--- src/verilog/rcs_pkg.sv ---
package rcs_pkg;

	// APB register map, byte addresses
	localparam int              ADDR_W          = 12;
	localparam logic [11:0]     ADDR_RESET_CTRL = 12'h000;
	localparam logic [11:0]     ADDR_STACK      = 12'h004;
	localparam logic [11:0]     ADDR_CTRL       = 12'h008;
	localparam logic [11:0]     ADDR_STATUS     = 12'h00C;
	localparam logic [11:0]     ADDR_STACK_TOP  = 12'h010;

	// Reset control register fields
	localparam int              BIT_BROWNOUT    = 0;
	localparam int              BIT_POWERON     = 1;
	localparam int              BIT_POWERDOWN   = 2;
	localparam int              BIT_WDT_TIMEOUT = 3;
	localparam int              BIT_RESET_INSTR = 4;
	localparam int              BIT_CFG_MISMATCH = 5;
	localparam int              BIT_INT_PRIO    = 7;
	localparam logic [5:0]      FLAGS_POR       = 6'h3C;
	localparam logic            INT_PRIO_RST    = 1'h0;

	// Stack register fields
	localparam int              SP_W            = 5;
	localparam int              BIT_STK_UNF     = 6;
	localparam int              BIT_STK_FUL     = 7;
	localparam logic [4:0]      SP_RST          = 5'h00;
	localparam logic [4:0]      SP_MAX          = 5'h1F;

	// Control register fields
	localparam int              BIT_STACK_OVERFLOW_RESET_ENABLE      = 0;
	localparam logic            STACK_OVERFLOW_RESET_ENABLE_RST      = 1'h1;

	// Program counter values
	localparam int              PC_W            = 21;
	localparam logic [20:0]     PC_RESET        = 21'h000000;
	localparam logic [20:0]     PC_STEP         = 21'h000002;
	localparam logic [20:0]     VEC_HIGH        = 21'h000008;
	localparam logic [20:0]     VEC_LOW         = 21'h000018;

	// Power-up timer length in oscillator ticks
	localparam int              POWERUP_TIMER_TICKS      = 2048;

	typedef enum logic [1:0] {
		PM_FULL  = 2'b00,
		PM_RUN   = 2'b01,
		PM_IDLE  = 2'b10,
		PM_SLEEP = 2'b11
	} rcs_pm_mode_e;

	typedef enum logic [1:0] {
		ST_POWERUP = 2'b00,
		ST_HOLD    = 2'b01,
		ST_RUN     = 2'b10,
		ST_RESTART = 2'b11
	} rcs_state_e;

endpackage

--- src/verilog/rcs_powerup_timer_if.sv ---
`timescale 1ns/1ns
interface rcs_powerup_timer_if;
	logic restart;
	logic tick;
	logic expired;
	modport ctl (output restart, output tick, input expired);
	modport tmr (input restart, input tick, output expired);
endinterface

--- src/verilog/rcs_powerup_timer.sv ---
`timescale 1ns/1ns
module rcs_powerup_timer
	import rcs_pkg::*;
#(
	parameter int TICKS = POWERUP_TIMER_TICKS
) (
	input  wire logic clk_sys,
	input  wire logic rst_b,
	rcs_powerup_timer_if.tmr   tmr
);
	localparam int            CW   = $clog2(TICKS);
	localparam logic [CW-1:0] LAST = CW'(TICKS - 1);
	localparam logic [CW-1:0] ZERO = '0;

	logic [CW-1:0] count;
	logic [CW-1:0] next_count;
	logic          done;
	logic          next_done;

	always_comb begin
		next_count = count;
		next_done  = done;
		if (tmr.restart) begin
			next_count = ZERO;
			next_done  = 1'b0;
		end else if (!done && tmr.tick) begin
			if (count == LAST) begin
				next_count = ZERO;
				next_done  = 1'b1;
			end else begin
				next_count = count + 1'b1;
			end
		end
	end

	// Counting starts on its own once the power-on reset lets go
	always_ff @(posedge clk_sys or negedge rst_b) begin
		if (!rst_b) begin
			count <= '0;
			done  <= 1'b0;
		end else begin
			count <= next_count;
			done  <= next_done;
		end
	end

	assign tmr.expired = done;
endmodule

--- src/verilog/rcs_top.sv ---
// Local design decisions: the APB interface to the registers and the address map.
`timescale 1ns/1ns
module rcs_top
	import rcs_pkg::*;
#(
	parameter int CFG_WORDS  = 8,
	parameter int CFG_BITS   = 8,
	parameter int POWERUP_TIMER_COUNT = POWERUP_TIMER_TICKS
) (
	input  wire logic                      clk_sys,
	input  wire logic                      rst_b,
	input  wire logic                      psel,
	input  wire logic                      penable,
	input  wire logic                      pwrite,
	input  wire logic [ADDR_W-1:0]         paddr,
	input  wire logic [31:0]               pwdata,
	output logic [31:0]                    prdata,
	output logic                           pready,
	output logic                           pslverr,
	input  wire logic                      master_clear_pin,
	input  wire logic                      brownout_det,
	input  wire logic                      internal_rc_osc,
	input  wire logic [CFG_WORDS*CFG_BITS-1:0] cfg_value,
	input  wire logic [CFG_WORDS*CFG_BITS-1:0] cfg_shadow,
	input  wire logic [1:0]                pm_mode,
	input  wire logic [PC_W-1:0]           pc_now,
	input  wire logic                      global_int_enable_high,
	input  wire logic                      global_int_enable_low,
	input  wire logic                      reset_instr_evt,
	input  wire logic                      stack_overflow_evt,
	input  wire logic                      stack_underflow_evt,
	input  wire logic                      wdt_timeout_evt,
	input  wire logic                      int_wake_evt,
	output logic                           core_reset,
	output logic                           pc_load,
	output logic [PC_W-1:0]                pc_target,
	output logic                           cfg_reload
);
	rcs_powerup_timer_if powerup_timer ();

	rcs_powerup_timer #(
		.TICKS (POWERUP_TIMER_COUNT)
	) u_powerup_timer (
		.clk_sys (clk_sys),
		.rst_b   (rst_b),
		.tmr     (powerup_timer)
	);

	// Pin and oscillator synchronisers
	logic [2:0] sync_a;
	logic [2:0] sync_b;
	logic       rc_prev;
	logic       master_clear_pin_s;
	logic       bor_s;

	always_ff @(posedge clk_sys or negedge rst_b) begin
		if (!rst_b) begin
			// Brownout resets to its idle level: no false event at release
			sync_a  <= 3'h5;
			sync_b  <= 3'h5;
			rc_prev <= 1'b1;
		end else begin
			sync_a  <= {internal_rc_osc, brownout_det, master_clear_pin};
			sync_b  <= sync_a;
			rc_prev <= sync_b[2];
		end
	end

	assign master_clear_pin_s    = sync_b[0];
	assign bor_s     = sync_b[1];
	assign powerup_timer.tick = sync_b[2] & ~rc_prev;

	// Config pair compare, one comparator per word
	logic [CFG_WORDS-1:0] word_bad;
	logic                 mismatch;

	genvar gi;
	generate
		for (gi = 0; gi < CFG_WORDS; gi++) begin : g_cmp
			assign word_bad[gi] = cfg_value[gi*CFG_BITS +: CFG_BITS] !=
				~cfg_shadow[gi*CFG_BITS +: CFG_BITS];
		end
	endgenerate
	assign mismatch = |word_bad;

	rcs_state_e       state;
	rcs_state_e       next_state;
	logic [5:0]       flags;
	logic [5:0]       next_flags;
	logic             int_prio;
	logic             next_int_prio;
	logic [SP_W-1:0]  stk_ptr;
	logic [SP_W-1:0]  next_stk_ptr;
	logic             stk_full;
	logic             next_stk_full;
	logic             stk_unf;
	logic             next_stk_unf;
	logic [PC_W-1:0]  stack_top;
	logic [PC_W-1:0]  next_stack_top;
	logic             stack_overflow_reset_enable;
	logic             next_stack_overflow_reset_enable;
	logic             next_core_reset;
	logic             next_pc_load;
	logic [PC_W-1:0]  next_pc_target;
	logic             next_cfg_reload;
	logic             next_restart;
	logic             restart_q;
	logic [31:0]      next_prdata;
	logic             next_pready;
	logic             next_pslverr;
	logic             bus_wr;
	logic             bus_rd;
	logic             asleep;
	logic             hard_rst;

	assign bus_wr = psel & penable & pwrite & pready;
	assign bus_rd = psel & penable & ~pready;
	assign asleep = (pm_mode == PM_IDLE) || (pm_mode == PM_SLEEP);
	assign powerup_timer.restart = restart_q;

	always_comb begin
		next_state      = state;
		next_flags      = flags;
		next_int_prio   = int_prio;
		next_stk_ptr    = stk_ptr;
		next_stk_full   = stk_full;
		next_stk_unf    = stk_unf;
		next_stack_top  = stack_top;
		next_stack_overflow_reset_enable     = stack_overflow_reset_enable;
		next_core_reset = core_reset;
		next_pc_load    = 1'b0;
		next_pc_target  = pc_target;
		next_cfg_reload = 1'b0;
		next_restart    = 1'b0;
		hard_rst        = 1'b0;
		next_prdata     = prdata;
		next_pready     = bus_rd;
		next_pslverr    = 1'b0;

		// Software side first so that hardware events win below
		if (bus_rd) begin
			next_prdata = 32'h00000000;
			case (paddr)
			ADDR_RESET_CTRL: begin
				next_prdata[BIT_INT_PRIO] = int_prio;
				next_prdata[5:0]          = flags;
			end
			ADDR_STACK: begin
				next_prdata[BIT_STK_FUL]  = stk_full;
				next_prdata[BIT_STK_UNF]  = stk_unf;
				next_prdata[SP_W-1:0]     = stk_ptr;
			end
			ADDR_CTRL: next_prdata[BIT_STACK_OVERFLOW_RESET_ENABLE] = stack_overflow_reset_enable;
			ADDR_STATUS: next_prdata[5:0] = {mismatch, powerup_timer.expired,
				master_clear_pin_s, bor_s, state};
			ADDR_STACK_TOP: next_prdata[PC_W-1:0] = stack_top;
			default: next_pslverr = 1'b1;
			endcase
		end
		if (bus_wr) begin
			case (paddr)
			ADDR_RESET_CTRL: begin
				next_int_prio = pwdata[BIT_INT_PRIO];
				next_flags    = pwdata[5:0];
			end
			ADDR_STACK: begin
				next_stk_full = pwdata[BIT_STK_FUL];
				next_stk_unf  = pwdata[BIT_STK_UNF];
				next_stk_ptr  = pwdata[SP_W-1:0];
			end
			ADDR_CTRL: next_stack_overflow_reset_enable = pwdata[BIT_STACK_OVERFLOW_RESET_ENABLE];
			default: ;
			endcase
		end

		case (state)
		ST_POWERUP: begin
			next_core_reset = 1'b1;
			if (powerup_timer.expired && !bor_s) begin
				next_state = master_clear_pin_s ? ST_RUN : ST_HOLD;
				next_core_reset = ~master_clear_pin_s;
				next_pc_load    = master_clear_pin_s;
				next_pc_target  = PC_RESET;
			end
		end
		ST_HOLD: begin
			// Timer already done: run from the very release edge
			if (master_clear_pin_s) begin
				next_state      = ST_RUN;
				next_core_reset = 1'b0;
				next_pc_load    = 1'b1;
				next_pc_target  = PC_RESET;
			end
		end
		ST_RESTART: begin
			next_state      = ST_RUN;
			next_core_reset = 1'b0;
			next_pc_load    = 1'b1;
			next_pc_target  = PC_RESET;
		end
		ST_RUN: begin
			if (!master_clear_pin_s) begin
				hard_rst   = 1'b1;
				next_state = ST_HOLD;
				if (pm_mode == PM_RUN) begin
					next_flags[BIT_WDT_TIMEOUT] = 1'b1;
				end else if (asleep) begin
					next_flags[BIT_WDT_TIMEOUT] = 1'b1;
					next_flags[BIT_POWERDOWN]   = 1'b0;
				end
				// Full power keeps every flag as it is
			end else if (mismatch) begin
				hard_rst   = 1'b1;
				next_state = ST_RESTART;
				next_flags[BIT_CFG_MISMATCH] = 1'b0;
			end else if (wdt_timeout_evt && asleep) begin
				next_flags[BIT_WDT_TIMEOUT] = 1'b0;
				next_flags[BIT_POWERDOWN]   = 1'b0;
				next_pc_load   = 1'b1;
				next_pc_target = pc_now + PC_STEP;
			end else if (wdt_timeout_evt) begin
				hard_rst   = 1'b1;
				next_state = ST_RESTART;
				next_flags[BIT_WDT_TIMEOUT] = 1'b0;
			end else if (reset_instr_evt) begin
				hard_rst   = 1'b1;
				next_state = ST_RESTART;
				next_flags[BIT_RESET_INSTR] = 1'b0;
			end else if (stack_overflow_evt) begin
				next_stk_full = 1'b1;
				if (stack_overflow_reset_enable) begin
					hard_rst   = 1'b1;
					next_state = ST_RESTART;
				end
			end else if (stack_underflow_evt) begin
				next_stk_unf = 1'b1;
				if (stack_overflow_reset_enable) begin
					hard_rst   = 1'b1;
					next_state = ST_RESTART;
				end
			end else if (int_wake_evt && pm_mode != PM_FULL) begin
				next_flags[BIT_POWERDOWN] = 1'b0;
				next_pc_load = 1'b1;
				if (global_int_enable_high || global_int_enable_low) begin
					next_pc_target = global_int_enable_high ?
						VEC_HIGH : VEC_LOW;
					next_stack_top = pc_now;
					if (stk_ptr == SP_MAX) begin
						next_stk_full = 1'b1;
					end else begin
						next_stk_ptr = stk_ptr + 1'b1;
					end
				end else begin
					next_pc_target = pc_now + PC_STEP;
				end
			end
		end
		default: next_state = ST_POWERUP;
		endcase

		// Hard resets zero the stack pointer and top and reload config; full/underflow bits and flags stay
		if (hard_rst) begin
			next_core_reset = 1'b1;
			next_cfg_reload = 1'b1;
			next_int_prio   = INT_PRIO_RST;
			next_stk_ptr    = SP_RST;
			next_stack_top  = PC_RESET;
		end

		// Brownout holds the core in reset and rearms the timer each cycle
		if (bor_s) begin
			next_state      = ST_POWERUP;
			next_restart    = 1'b1;
			next_core_reset = 1'b1;
			next_cfg_reload = 1'b1;
			next_pc_load    = 1'b0;
			next_int_prio   = INT_PRIO_RST;
			next_stk_ptr    = SP_RST;
			next_stack_top  = PC_RESET;
			next_flags[BIT_RESET_INSTR] = 1'b1;
			next_flags[BIT_WDT_TIMEOUT] = 1'b1;
			next_flags[BIT_POWERDOWN]   = 1'b1;
			next_flags[BIT_BROWNOUT]    = 1'b0;
		end
	end

	always_ff @(posedge clk_sys or negedge rst_b) begin
		if (!rst_b) begin
			state      <= ST_POWERUP;
			flags      <= FLAGS_POR;
			int_prio   <= INT_PRIO_RST;
			stk_ptr    <= SP_RST;
			stk_full   <= 1'b0;
			stk_unf    <= 1'b0;
			stack_top  <= PC_RESET;
			stack_overflow_reset_enable     <= STACK_OVERFLOW_RESET_ENABLE_RST;
			core_reset <= 1'b1;
			pc_load    <= 1'b0;
			pc_target  <= PC_RESET;
			cfg_reload <= 1'b1;
			restart_q  <= 1'b0;
			prdata     <= 32'h00000000;
			pready     <= 1'b0;
			pslverr    <= 1'b0;
		end else begin
			state      <= next_state;
			flags      <= next_flags;
			int_prio   <= next_int_prio;
			stk_ptr    <= next_stk_ptr;
			stk_full   <= next_stk_full;
			stk_unf    <= next_stk_unf;
			stack_top  <= next_stack_top;
			stack_overflow_reset_enable     <= next_stack_overflow_reset_enable;
			core_reset <= next_core_reset;
			pc_load    <= next_pc_load;
			pc_target  <= next_pc_target;
			cfg_reload <= next_cfg_reload;
			restart_q  <= next_restart;
			prdata     <= next_prdata;
			pready     <= next_pready;
			pslverr    <= next_pslverr;
		end
	end
endmodule

--- config.mk ---
export PLATFORM = sky130hd
export DESIGN_NAME = rcs_top
export DESIGN_NICKNAME = d
export VERILOG_FILES = /design/src/verilog/rcs_pkg.sv /design/src/verilog/rcs_powerup_timer_if.sv /design/src/verilog/rcs_powerup_timer.sv /design/src/verilog/rcs_top.sv
export SDC_FILE = /design/constraint.sdc
export NUM_CORES = 1
export LEC_CHECK = 0
export CORE_MARGIN = 5
export CORE_UTILIZATION = 46
export CTS_BUF_LIST = sky130_fd_sc_hd__clkbuf_4
export DETAILED_ROUTE_END_ITERATION = 6
export DONT_BUFFER_PORTS = 1
export SYNTH_ARGS = -nofsm -noshare
export SYNTH_HDL_FRONTEND = slang
export SYNTH_SLANG_ARGS = --single-unit
--- constraint.sdc ---
create_clock -name clk_sys -period 3.2 [get_ports clk_sys]
set_clock_uncertainty 0.15 [all_clocks]
set_input_delay 0.64 -clock clk_sys [delete_from_list [all_inputs] [get_ports clk_sys]]
set_output_delay 0.64 -clock clk_sys [all_outputs]
set_load 0.02 [all_outputs]
; ---- Word level (Yosys, flattened, before mapping)
; Cells that the tools add are included.
[classes]
reduce_logical = 33
addsub = 3
bitwise = 16
muxes = 145
eq_ne = 40
[op_table]
columns = operator, n
row1 = $mux 21, 23
row2 = $pmux 21 s4, 1
row3 = $mux 5, 16
row4 = $mux 1, 72
row5 = $ne 8x8->1, 8
row6 = $not 8->8, 8
row7 = $mux 11, 3
row8 = $mux 2, 16
row9 = $eq 12x4->1 const B, 2
row10 = $ne 3x3->1 const B, 8
row11 = $add 21x2->21 const B, 1
row12 = $reduce_bool 3->1, 6
row13 = $pmux 4 s4, 1
row14 = $mux 13, 1
row15 = $eq 12x3->1 const B, 1
row16 = $eq 12x5->1 const B, 1
row17 = $logic_not 12->1, 1
row18 = $mux 6, 2
row19 = $ne 3x1->1 const B, 4
row20 = $reduce_and 2->1, 6
row21 = $add 11x1->11 const B, 1
row22 = $eq 11x11->1 const B, 1
row23 = $reduce_and 10->1, 1
row24 = $reduce_bool 2->1, 5
row25 = 27 further kinds, 48
[word_totals]
register_bits = 105
output_inout_bits = 58
wordCells = 260
in_bits = 210

; ---- Depth between registers and ports, before layout
; Gate-level depths: netlist of run 1.
[depth]
depth_word = 17
depth_mapped = 8
mapped_depth_nobuf = 8

; ---- Hierarchy
; Synthesis of run 1 repeated with hierarchy kept, for this count alone.
[unflattened]
cells_unflattened = 636
area_unflattened_um2 = 6204.7
[modules_own_cells]
columns = mod, instances, seq_area_each_um2, cells_per_inst, area_per_inst_um2
row1 = rcs_top, 1, 2342.2, 574, 5544.1
row2 = rcs_powerup_timer, 1, 300.3, 62, 660.6

; ---- Worst setup path before layout of run 1
; Ideal clock, no wire load.
[synth_timing]
path_type = in2reg
start = input cfg_value[35]
end = register stack_top[14]
path_stages = 8
required_ns = 2.983
t_arrival_ns = 2.503
n_path_buf = 1
slack_ns = 0.479
setup_ns = 0.067
path_cell_list = xor2_1 nand4_1 nor4_1 nand4_2 or4_4 a211oi_4 buf_6 a32o_1
[synth_between]
elab_chain_cells = 7
word_cells_on_any_way = 18
cone_classes = 7 x eq/ne / 5 x mux / 6 x reduce/logical
[synth_lines]
columns = element, line
row1 = from (decl), rcs_top.sv:23  ; input wire logic [CFG_WORDS*CFG_BITS-1:0] cfg_value,
row2 = $ne 8x8->1 *, rcs_top.sv:80  ; assign word_bad[gi] = cfg_value[gi*CFG_BITS +: CFG_BITS] !=
row3 = $reduce_or 8->1 *, rcs_top.sv:84  ; assign mismatch = |word_bad;
row4 = $mux 1, rcs_top.sv:212  ; end else if (mismatch) begin
row5 = $mux 1, rcs_top.sv:202  ; if (!master_clear_pin_s) begin
row6 = $mux 1, rcs_top.sv:176  ; case (state)
row7 = $ne 3x3->1 (no source line) (tied with other cells), --
row8 = $reduce_and 10->1 (no source line) or $mux 21 (tied branches), --
row9 = to (signal assigned), rcs_top.sv:312  ; stack_top <= next_stack_top;
row10 = to (decl), rcs_top.sv:98  ; logic [PC_W-1:0] stack_top;
; Every way passes the cells marked *; elsewhere a longest branch is shown, timed or not.
; A chain may end at the register's enable or synchronous reset.

; ---- Final worst setup path of run 1
[layout_timing]
start = input cfg_shadow[25]
end = register stk_ptr[0]
[layout_between]
elab_chain_cells = 8
word_cells_on_any_way = 11
cone_classes = 1 x eq/ne / 8 x mux / 1 x bitwise / 1 x reduce/logical
[layout_lines]
columns = element, line
row1 = from (decl), rcs_top.sv:24  ; input wire logic [CFG_WORDS*CFG_BITS-1:0] cfg_shadow,
row2 = $not 8->8 *, rcs_top.sv:81  ; ~cfg_shadow[gi*CFG_BITS +: CFG_BITS];
row3 = $ne 8x8->1 *, rcs_top.sv:80
row4 = $reduce_or 8->1 *, rcs_top.sv:84
row5 = $mux 5 or $mux 1 (tied branches), rcs_top.sv:212
row6 = $mux 5 or $mux 1 (tied branches), rcs_top.sv:202
row7 = $mux 5 or $mux 1 (tied branches), rcs_top.sv:176
row8 = $mux 5 *, rcs_top.sv:262  ; if (hard_rst) begin
row9 = $mux 5 *, rcs_top.sv:271  ; if (bor_s) begin
row10 = net next_stk_ptr[0], rcs_top.sv:93  ; logic [SP_W-1:0] next_stk_ptr;
row11 = to (signal assigned), rcs_top.sv:309  ; stk_ptr <= next_stk_ptr;
row12 = to (decl), rcs_top.sv:92  ; logic [SP_W-1:0] stk_ptr;
; The timed path passes the listed nets; every way through them passes the cells marked *.

==> impl_metrics.env, run 1 <==
export IMPL_rsz0062_at_grt="false"
export IMPL_htreeDepth=3
export IMPL_maxSlewHeadroom_pct=56.49
export IMPL_cts_buffer_depth=2
export IMPL_core_region_area_mm2=0.01267
export IMPL_peakVddDrop_mv=0.1589
export IMPL_async_flop_share_pct=100.0
export IMPL_min_path_type="input pin to flip-flop"
export IMPL_synth_top_cell_by_area="dfrtp_1"
export IMPL_synth_cell_type_count=57
export IMPL_finalHoldViolCount=0
export IMPL_cp_cell_sequence="xor2_1, nand4_1, nor4_2, nand4_2, or4_1, and3b_1, a211oi_1"
export IMPL_slew_violations=0
export IMPL_drc=0
export IMPL_synth_most_common_cell="dfrtp_1"
export IMPL_grt_pass1_wl_um=24840
export IMPL_initial_utilization_pct=47.20
export IMPL_ys_warn_count=0
export IMPL_fin_ws_ns=0.6249
export IMPL_synthAdderAreaFrac_pct=1.883
export IMPL_ios=268
export IMPL_worst_setup_path_type="input pin to flip-flop"
export IMPL_clkSlewWorstSetupHoldPaths_ns=0.15
export IMPL_cts_root_buf="clkbuf_4"
export IMPL_synth_common_cells="93 x dfrtp_1, 77 x xor2_1, 61 x nand2_1"
export IMPL_syn_avg_cell_area_um2=10.09
export IMPL_place_hpwl_um=13010
export IMPL_critPathArrivalTime_ns=2.80
export IMPL_die_height_um=124.0
export IMPL_hold_depth=0
export IMPL_multi_input_area_mm2=0.003143
export IMPL_syn_area_mm2=0.005981
export IMPL_clock_sinks=105
export IMPL_gp_congestion=0.8980
export IMPL_finalSetupTns_ns=0
export IMPL_crit_required_ns=3.42
export IMPL_r2r_end="stk_ptr[0]$_DFF_PN0_"
export IMPL_dp_cells=754
export IMPL_r2r_slack_ns=0.63
export IMPL_drt_wirelength_per_cell_um=21.38
export IMPL_grt_pass1_vias=4616
export IMPL_r2r_cells=6
export IMPL_setup_viol_count_final=0
export IMPL_layout_nets=816
export IMPL_yosys_area_share_simple_pct=17.78
export IMPL_hold_end="sync_a[1]$_DFF_PN0_"
export IMPL_dr_pass1_iters=5
export IMPL_synth_top_area_share_pct=38.91
export IMPL_start_kind="input pin"
export IMPL_synth_flop_cell="dfrtp_1"
export IMPL_synth_mux_area_share_pct=6.883
export IMPL_crit_path_end_kind="flip-flop"
export IMPL_regArea_mm2=0.002643
export IMPL_status="finished, final reports clean"
export IMPL_drt_iter0_drc=385
export IMPL_syn2layout_area_growth_pct=6.130
export IMPL_cts_tree="built"
export IMPL_ys_seq_elements=105
export IMPL_leakagePower_nw=2.886
export IMPL_grt_antenna_before_repair=1
export IMPL_io_buffers=0
export IMPL_ant_nets=0
export IMPL_cts_buffers=9
export IMPL_period_needed_ns=2.575
export IMPL_tightestPinTransition_ns=0.6526
export IMPL_die_area_mm2=0.01538
export IMPL_totalWireLength_um=16550
export IMPL_die_w_um=124.0
export IMPL_drive_gt1_share_pct=15.47
export IMPL_final_cells=774
export IMPL_place_ws_ns=0.09282
export IMPL_netlist_instances=593
export IMPL_reg2reg_from="stk_ptr[0]$_DFF_PN0_"
export IMPL_synth_top_family_by_area="simple AND/OR/NAND/NOR gates"
export IMPL_rows=41
export IMPL_cp_max_fo=12
export IMPL_fill_cells=1174
export IMPL_fmax_mhz=388.3
export IMPL_grt_max_degree=106
export IMPL_slowest_stage="or4_1"
export IMPL_power_density_mw_per_mm2=378.0
export IMPL_synth_xor_area_share_pct=12.59
export IMPL_min_from="brownout_det"
export IMPL_overflow=0
export IMPL_grt_total_usage_pct=21.17
export IMPL_synth_edff_count=0
export IMPL_num_vias=4585
export IMPL_cts_resized=0
export IMPL_synth_compound_area_share_pct=12.66
export IMPL_clkLatencyLatePin_ns=0.45
export IMPL_critical_path_max_stage_delay_ns=0.77
export IMPL_vias_per_cell=5.924
export IMPL_synth_yosys_seq_area_share_pct=44.18
export IMPL_synth_area_leaders="dfrtp_1 39%, xor2_1 11%, dfstp_2 5.3%"
export IMPL_fin_crit_sh_pct=80.47
export IMPL_cap_violations=0
-- power by group --
group | switching (W) | internal, W | total [W]
Combinational | 0.000187 | 0.000142 | 0.000329
Clock | 0.000433 | 0.000164 | 0.000597
Sequential | 0.0000941 | 0.00138 | 0.00147
-- cell type report --
| type | instances | share of cell area [%] |
|---|---|---|
| multi-input combinational | 450 | 49.52 |
| sequential | 105 | 41.63 |
| tap | 172 | 3.390 |
| timing repair buffer | 18 | 2.957 |
| clock buffer | 10 | 1.183 |
| inverter | 13 | 0.7688 |
| clock inverter | 5 | 0.5125 |
| antenna | 1 | 0.03942 |
-- cells in the final DEF (no fill, tap or decap), drive strengths merged, types with 3 or more instances in the layout --
cell,Yosys,final
dfrtp,93,93
xor2,77,77
nand2,61,61
nor2,46,46
nand3,26,26
nand4,26,26
mux2,25,25
o21ai,22,22
a32o,21,21
buf,16,15
inv,13,14
mux2i,13,13
dfstp,12,12
and3,11,11
conb,1,11
nor3,10,10
clkbuf,19,10
xnor2,9,9
ha,9,9
a21oi,8,8
nor4,7,7
or3,6,6
nand2b,6,6
a31oi,6,6
a222oi,6,6
a22o,6,6
a211oi,5,5
a21o,4,4
o2111ai,3,3
dlygate4sd3,0,3
or2,3,3
o21bai,3,3
-- critical path, delay by kind of cell --
family / cells / cell delay, ns
compound gates: 1 / 0.19
xor+xnor: 1 / 0.17
simple gates: 5 / 1.79
-- sequential cells by signal, summed over array words and instances (netlist names), 2 cells and up --
register / count
sync_a: 3
flags: 6
stk_ptr: 5
prdata: 21
u_powerup_timer.count: 11
sync_b: 3
state: 2
pc_target: 21
stack_top: 21
-- stage by stage --
step / hold WS [ns] / cell area (µm²) / power [W] / util [%]
floorplan: 0.1812 / 6018 / 0.001731 / -
global placement: 0.1826 / 6180 / 0.001787 / 48.77
detailed placement: 0.1879 / 6180 / 0.001797 / 48.77
CTS: 0.01170 / 6345 / 0.002432 / 50.07
global route: 0.003380 / 6347 / 0.002520 / 50.09
finish: 0.05213 / 6347 / 0.002400 / 50.09
-- worst max-delay path by stage --
stage              startpoint                   endpoint  slack [ns]  cells after the start
6_report       cfg_shadow[25]       stk_ptr[0]$_DFF_PN0_        0.62                      7
5_1_grt        cfg_shadow[25]       stk_ptr[1]$_DFF_PN0_        0.49                      9
4_1_cts        cfg_shadow[25]       stk_ptr[1]$_DFF_PN0_        0.62                      9
3_5_place_dp   cfg_shadow[25]       stk_ptr[0]$_DFF_PN0_        0.09                      7
3_3_place_gp   cfg_shadow[25]       stk_ptr[4]$_DFF_PN0_        0.12                      9
2_1_floorplan   cfg_value[35]  stack_top[14]$_DFFE_PN0P_        0.48                      8
-- cells by family after synthesis --
logic type	Yosys count
simple gates	210
buf+inv	48
flops	105
xor+xnor	86
other cells	1
mux	38
fa+ha+maj	9
compound gates	96
-- what timing repair did --
action                    in CTS  in global routing
hold buffers                   4                  0
hold endpoints to repair     107                  0
setup buffers                  0                  0
-- per-layer routing --
metal  global-route usage (%)  up-vias  wire, µm
li1                         -     2121         -
met1                    25.17     2225      6220
met2                    38.36      215      8830
met3                    3.088       24      1123
met4                    8.350        0       374
met5                        0        -         0
No activity file was read; power rests on OpenSTA's default activity.
==> inputs of run 2 (changes only) <==
- clock period: 3.2 -> 2.1 ns (I/O delays scaled with it)
==> run 2 against run 1 <==
Effect of this change: critical endpoint unchanged; largest power group unchanged; combinational power increased by 95%; first-iteration DRC count increased by 9.4%; sequential power increased by 52%; the flow now finishes with violations (hold timing, setup timing); register-to-register slack got worse by 0.67 ns; clock-buffer cell count decreased by 1; global-route usage increased by 1.7 points.
==> impl_metrics.env, run 2 (synthesis gave the netlist of run 1 again) <==
export IMPL_status="complete, but fails checks"
export IMPL_violations="hold timing, setup timing"
export IMPL_die_height_um=124.0
export IMPL_setup_viol_count_final=6
export IMPL_drc=0
export IMPL_core_region_area_mm2=0.01267
export IMPL_path_buf_inv=0
export IMPL_dr_pass1_iters=7
export IMPL_gp_congestion=0.8763
export IMPL_period_needed_ns=2.136
export IMPL_ios=268
export IMPL_grt_pass1_wl_um=27090
export IMPL_multi_input_area_mm2=0.003343
export IMPL_fin_util_pct=57.21
export IMPL_clkLatencyLatePin_ns=0.46
export IMPL_critical_path_max_stage_delay_ns=0.57
export IMPL_dp_cells=797
export IMPL_regArea_mm2=0.002644
export IMPL_critPathArrivalTime_ns=2.38
export IMPL_rsz0062_at_grt="true"
export IMPL_overflow=0
export IMPL_start_kind="flip-flop"
export IMPL_mostFrequentLayoutCell="dfrtp_1"
export IMPL_post_dp_cell_area_mm2=0.006573
export IMPL_cts_root_buf="clkbuf_4"
export IMPL_slew_violations=0
export IMPL_fill_cells=1124
export IMPL_min_path_type="input pin to asynchronous set/reset pin"
export IMPL_final_cell_mix="92 x dfrtp_1, 73 x xor2_1, 61 x nand2_1"
export IMPL_die_w_um=124.0
export IMPL_die_area_mm2=0.01538
export IMPL_power_density_mw_per_mm2=543.7
export IMPL_clkSlewWorstSetupHoldPaths_ns=0.16
export IMPL_crit_required_ns=2.34
export IMPL_io_buffers=0
export IMPL_r2r_slack_ns=-0.04
export IMPL_worst_setup_path_type="flip-flop to flip-flop"
export IMPL_syn2layout_area_growth_pct=21.21
export IMPL_cap_violations=0
export IMPL_finalHoldViolCount=105
export IMPL_fin_crit_sh_pct=101.7
export IMPL_cp_top_family="simple AND/OR/NAND/NOR gates"
export IMPL_num_vias=4975
export IMPL_cts_buffers=9
export IMPL_r2r_cells=6
export IMPL_cts_buffer_depth=2
export IMPL_final_cells=852
export IMPL_ant_nets=0
export IMPL_fmax_mhz=468.2
export IMPL_place_ws_ns=-0.6673
export IMPL_crit_top_cell="ha_4"
export IMPL_slowest_stage="or4_4"
export IMPL_cp_cell_sequence="ha_4, and3_4, ha_4, or4_4, and3b_1, a211oi_2"
export IMPL_place_hpwl_um=13780
export IMPL_drive_gt1_share_pct=24.15
export IMPL_fin_ws_ns=-0.03599
export IMPL_reg2reg_from="stk_ptr[1]$_DFF_PN0_"
export IMPL_cts_tree="built"
export IMPL_r2r_end="stk_ptr[0]$_DFF_PN0_"
export IMPL_layout_nets=893
export IMPL_drt_wirelength_per_cell_um=20.90
export IMPL_crit_path_end_kind="flip-flop"
export IMPL_rows=41
export IMPL_peakVddDrop_mv=0.2634
export IMPL_totalWireLength_um=17800
export IMPL_reg_largest_list="pc_target (21), prdata (21), stack_top (21)"
export IMPL_initial_utilization_pct=47.20
export IMPL_fin_area_mm2=0.007249
export IMPL_grt_pass1_vias=5225
export IMPL_cp_max_fo=6
export IMPL_htreeDepth=3
export IMPL_clock_sinks=105
export IMPL_drt_iter0_drc=421
export IMPL_leakagePower_nw=3.327
export IMPL_holdWs_ns=-0.5228
export IMPL_grt_max_degree=106
export IMPL_grt_total_usage_pct=22.91
export IMPL_startpoint="stk_ptr[1]$_DFF_PN0_"
export IMPL_grt_antenna_before_repair=1
export IMPL_vias_per_cell=5.839
==> run 2: cell type report <==
cell class,count,area share (%)
antenna,1,0.03452
clock buffer,9,0.9320
clock inverter,7,0.9320
inverter,13,0.7249
multi-input combinational,450,46.12
sequential,105,36.47
tap,172,2.969
timing repair buffer,95,11.82
==> run 2: how the worst max path moves through the flow <==
stage	end	slack, ns	depth (start not counted)
3_3_place_gp	stack_top[14]$_DFFE_PN0P_	-0.64	8
6_report	stk_ptr[0]$_DFF_PN0_	-0.04	6
2_1_floorplan	stack_top[0]$_DFFE_PN0P_	-0.33	7
3_5_place_dp	stack_top[15]$_DFFE_PN0P_	-0.67	9
4_1_cts	stk_ptr[2]$_DFF_PN0_	-0.06	9
5_1_grt	stk_ptr[4]$_DFF_PN0_	-0.14	9
==> run 2: power breakdown <==
group	internal (W)	leakage, nW	switching (W)
registers	0.00210	1.41	0.000134
clock network	0.000364	0.0734	0.000699
logic	0.000334	1.84	0.000309
total	0.00280	3.33	0.00114
==> run 2: timing repair <==
action / in CTS / in global routing
gates cloned: 1 / 0
pin swaps: 11 / 7
resized for setup: 29 / 4
buffers inserted: 2 / 3
hold buffers: 32 / 1
hold endpoints to repair: 140 / 106
endpoints found under the setup margin: 52 / 54
==> run 2: worst reg2reg max path, cell delays in order, from the launching register on <==
cell and delay, ns:
dfrtp_1 0.45, ha_4 0.18, and3_4 0.15, ha_4 0.17
or4_4 0.57, and3b_1 0.22, a211oi_2 0.18
==> run 2: through the flow <==
stage	total power, W	TNS [ns]
2_1_floorplan	0.002643	-12.18
5_1_grt	0.004087	-2.824
3_5_place_dp	0.002828	-33.94
3_3_place_gp	0.002815	-33.86
4_1_cts	0.003966	-0.5279
6_report	0.003942	-0.05426
==> run 2: metal layers <==
layer | part of all wire [%] | up-vias | track usage, %
met5 | 0 | - | 0
met4 | 2.2 | 0 | 8.282
met3 | 6.8 | 34 | 2.816
met2 | 55 | 249 | 44.58
met1 | 36 | 2420 | 25.27
li1 | - | 2272 | -
==> inputs of run 3 (changes only) <==
- HOLD_SLACK_MARGIN: not set -> 0.02
==> run 3 against run 2 <==
Effect of this change: the flow still finishes with violations (hold timing, setup timing); cell area increased by 0.28%; clock power is essentially flat; clock-buffer cell count unchanged; die area did not move; register-to-register slack is essentially flat; cell count increased by 0.23%; first-iteration DRC count up 3.6%; via count shrank 0.48%; sequential share of layout area shrank 0.10 points; worst hold slack worse by 0.0016 ns; core utilization rose by 0.16 points; critical path type unchanged; largest power group unchanged.
==> impl_metrics.env, run 3 (synthesis gave the netlist of run 1 again) <==
export IMPL_die_w_um=124.0
export IMPL_cp_cell_sequence="ha_4, and3_4, ha_4, or4_4, and3b_1, a211oi_2"
export IMPL_crit_required_ns=2.35
export IMPL_grt_total_usage_pct=23.04
export IMPL_die_height_um=124.0
export IMPL_violations="hold timing, setup timing"
export IMPL_min_path_type="input pin to asynchronous set/reset pin"
export IMPL_overflow=0
export IMPL_peakVddDrop_mv=0.2630
export IMPL_mostFrequentLayoutCell="dfrtp_1"
export IMPL_setup_viol_count_final=4
export IMPL_fin_area_mm2=0.007269
export IMPL_fin_ws_ns=-0.03370
export IMPL_grt_antenna_before_repair=1
export IMPL_power_switching_w=0.001140
export IMPL_grt_pass1_wl_um=27230
export IMPL_fmax_mhz=468.7
export IMPL_power_frac_clock_pct=26.9
export IMPL_cts_root_buf="clkbuf_4"
export IMPL_fill_cells=1122
export IMPL_cp_max_fo=6
export IMPL_path_buf_inv=0
export IMPL_crit_top_cell="ha_4"
export IMPL_worst_setup_path_type="flip-flop to flip-flop"
export IMPL_crit_path_end_kind="flip-flop"
export IMPL_cp_top_family="simple AND/OR/NAND/NOR gates"
export IMPL_die_area_mm2=0.01538
export IMPL_rows=41
export IMPL_ios=268
export IMPL_power_frac_seq_pct=56.8
export IMPL_drt_iter0_drc=436
export IMPL_reg_largest_list="pc_target (21), prdata (21), stack_top (21)"
export IMPL_critical_path_max_stage_delay_ns=0.57
export IMPL_holdWs_ns=-0.5244
export IMPL_gp_congestion=0.8763
export IMPL_status="complete, but fails checks"
export IMPL_core_region_area_mm2=0.01267
export IMPL_initial_utilization_pct=47.20
export IMPL_clkSlewWorstSetupHoldPaths_ns=0.16
export IMPL_io_buffers=0
export IMPL_leakagePower_nw=3.336
export IMPL_drive_gt1_share_pct=24.08
export IMPL_critPathArrivalTime_ns=2.38
export IMPL_grt_pass1_vias=5250
export IMPL_drt_wirelength_per_cell_um=20.99
export IMPL_cts_hold_buf=35
export IMPL_slowest_stage="or4_4"
export IMPL_grt_max_degree=106
export IMPL_period_needed_ns=2.134
export IMPL_rsz0062_at_grt="true"
export IMPL_htreeDepth=3
export IMPL_finalSetupTns_ns=-0.04543
export IMPL_internal_power_w=0.002802
export IMPL_start_kind="flip-flop"
export IMPL_multi_input_area_mm2=0.003343
export IMPL_syn2layout_area_growth_pct=21.55
export IMPL_fin_crit_sh_pct=101.6
export IMPL_dr_pass1_iters=5
export IMPL_vias_per_cell=5.797
export IMPL_final_cell_mix="92 x dfrtp_1, 73 x xor2_1, 61 x nand2_1"
export IMPL_clock_sinks=105
export IMPL_place_hpwl_um=13780
export IMPL_regArea_mm2=0.002644
export IMPL_cts_tree="built"
export IMPL_power_density_mw_per_mm2=542.3
export IMPL_totalWireLength_um=17930
export IMPL_clkLatencyLatePin_ns=0.46
export IMPL_slew_violations=0
export IMPL_finalHoldViolCount=105
export IMPL_drc=0
export IMPL_ant_nets=0
export IMPL_cap_violations=0
export IMPL_layout_nets=895
export IMPL_p_comb_share_pct=16.4
export IMPL_cts_buffer_depth=2
export IMPL_cts_buffers=9
export IMPL_switching_share_pct=28.91
export IMPL_num_vias=4951
export IMPL_post_dp_cell_area_mm2=0.006573
run 3: path summary, 6_finish.rpt:
kind                       slack [ns]                endpoint                  from  cells after the start
max in group asynchronous        2.10  core_reset$_DFFE_PN1P_                 rst_b                      0
max reg2reg                     -0.03    stk_ptr[0]$_DFF_PN0_  stk_ptr[1]$_DFF_PN0_                      6
max                             -0.03    stk_ptr[0]$_DFF_PN0_  stk_ptr[1]$_DFF_PN0_                      6
min                             -0.52    stk_ptr[3]$_DFF_PN0_                 rst_b                      0
min in group clk_sys             0.03      flags[4]$_DFF_PN1_             pwdata[4]                      2
min reg2reg                      0.22     sync_b[1]$_DFF_PN0_   sync_a[1]$_DFF_PN0_                      0
run 3: timing repair:
item	4_1_cts	5_1_grt
setup endpoints to repair	52	54
pin swaps	11	7
gates resized for setup	29	4
setup buffers	2	3
hold endpoints to repair	142	105
cloned	1	0
run 3: metal layers:
metal	part of all wire [%]	GRT usage (%)	up-vias	wire length, µm
met1	36	25.36	2392	6443
met5	0	0	-	0
met2	55	44.74	252	9844
met3	6.8	2.816	30	1220
met4	2.3	8.693	0	420
li1	-	-	2277	-
run 3: power by group through the flow:
stage | Combinational, W | Clock [W] | Sequential [W]
finish | 0.000646 | 0.00106 | 0.00224
global route | 0.000704 | 0.00114 | 0.00225
CTS | 0.000648 | 0.00108 | 0.00224
detailed placement | 0.000553 | 0 | 0.00227
global placement | 0.000542 | 0 | 0.00227
floorplan | 0.000396 | 0 | 0.00225
run 3: layout make-up:
type                            count  share of cell area [%]
Inverter                           13                  0.7229
Tap cell                          172                   2.960
Clock buffer                        9                  0.9294
Sequential cell                   105                   36.37
Clock inverter                      7                  0.9294
Antenna cell                        1                 0.03442
Multi-Input combinational cell    450                   45.99
Timing Repair Buffer               97                   12.07
run 3: stage by stage:
| step | util, % | instances | total power (W) | setup slack [ns] |
|---|---|---|---|---|
| floorplan | - | 603 | 0.002643 | -0.3280 |
| global placement | 51.87 | 797 | 0.002815 | -0.6409 |
| detailed placement | 51.87 | 797 | 0.002828 | -0.6673 |
| CTS | 57.05 | 851 | 0.003971 | -0.05594 |
| global route | 57.37 | 854 | 0.004091 | -0.1359 |
| finish | 57.37 | 854 | 0.003942 | -0.03370 |
run 3: worst reg2reg max path, cell delays in order, from the launching register on:
cell	delay (ns)
dfrtp_1	0.45
ha_4	0.18
and3_4	0.15
ha_4	0.17
or4_4	0.57
and3b_1	0.22
a211oi_2	0.18
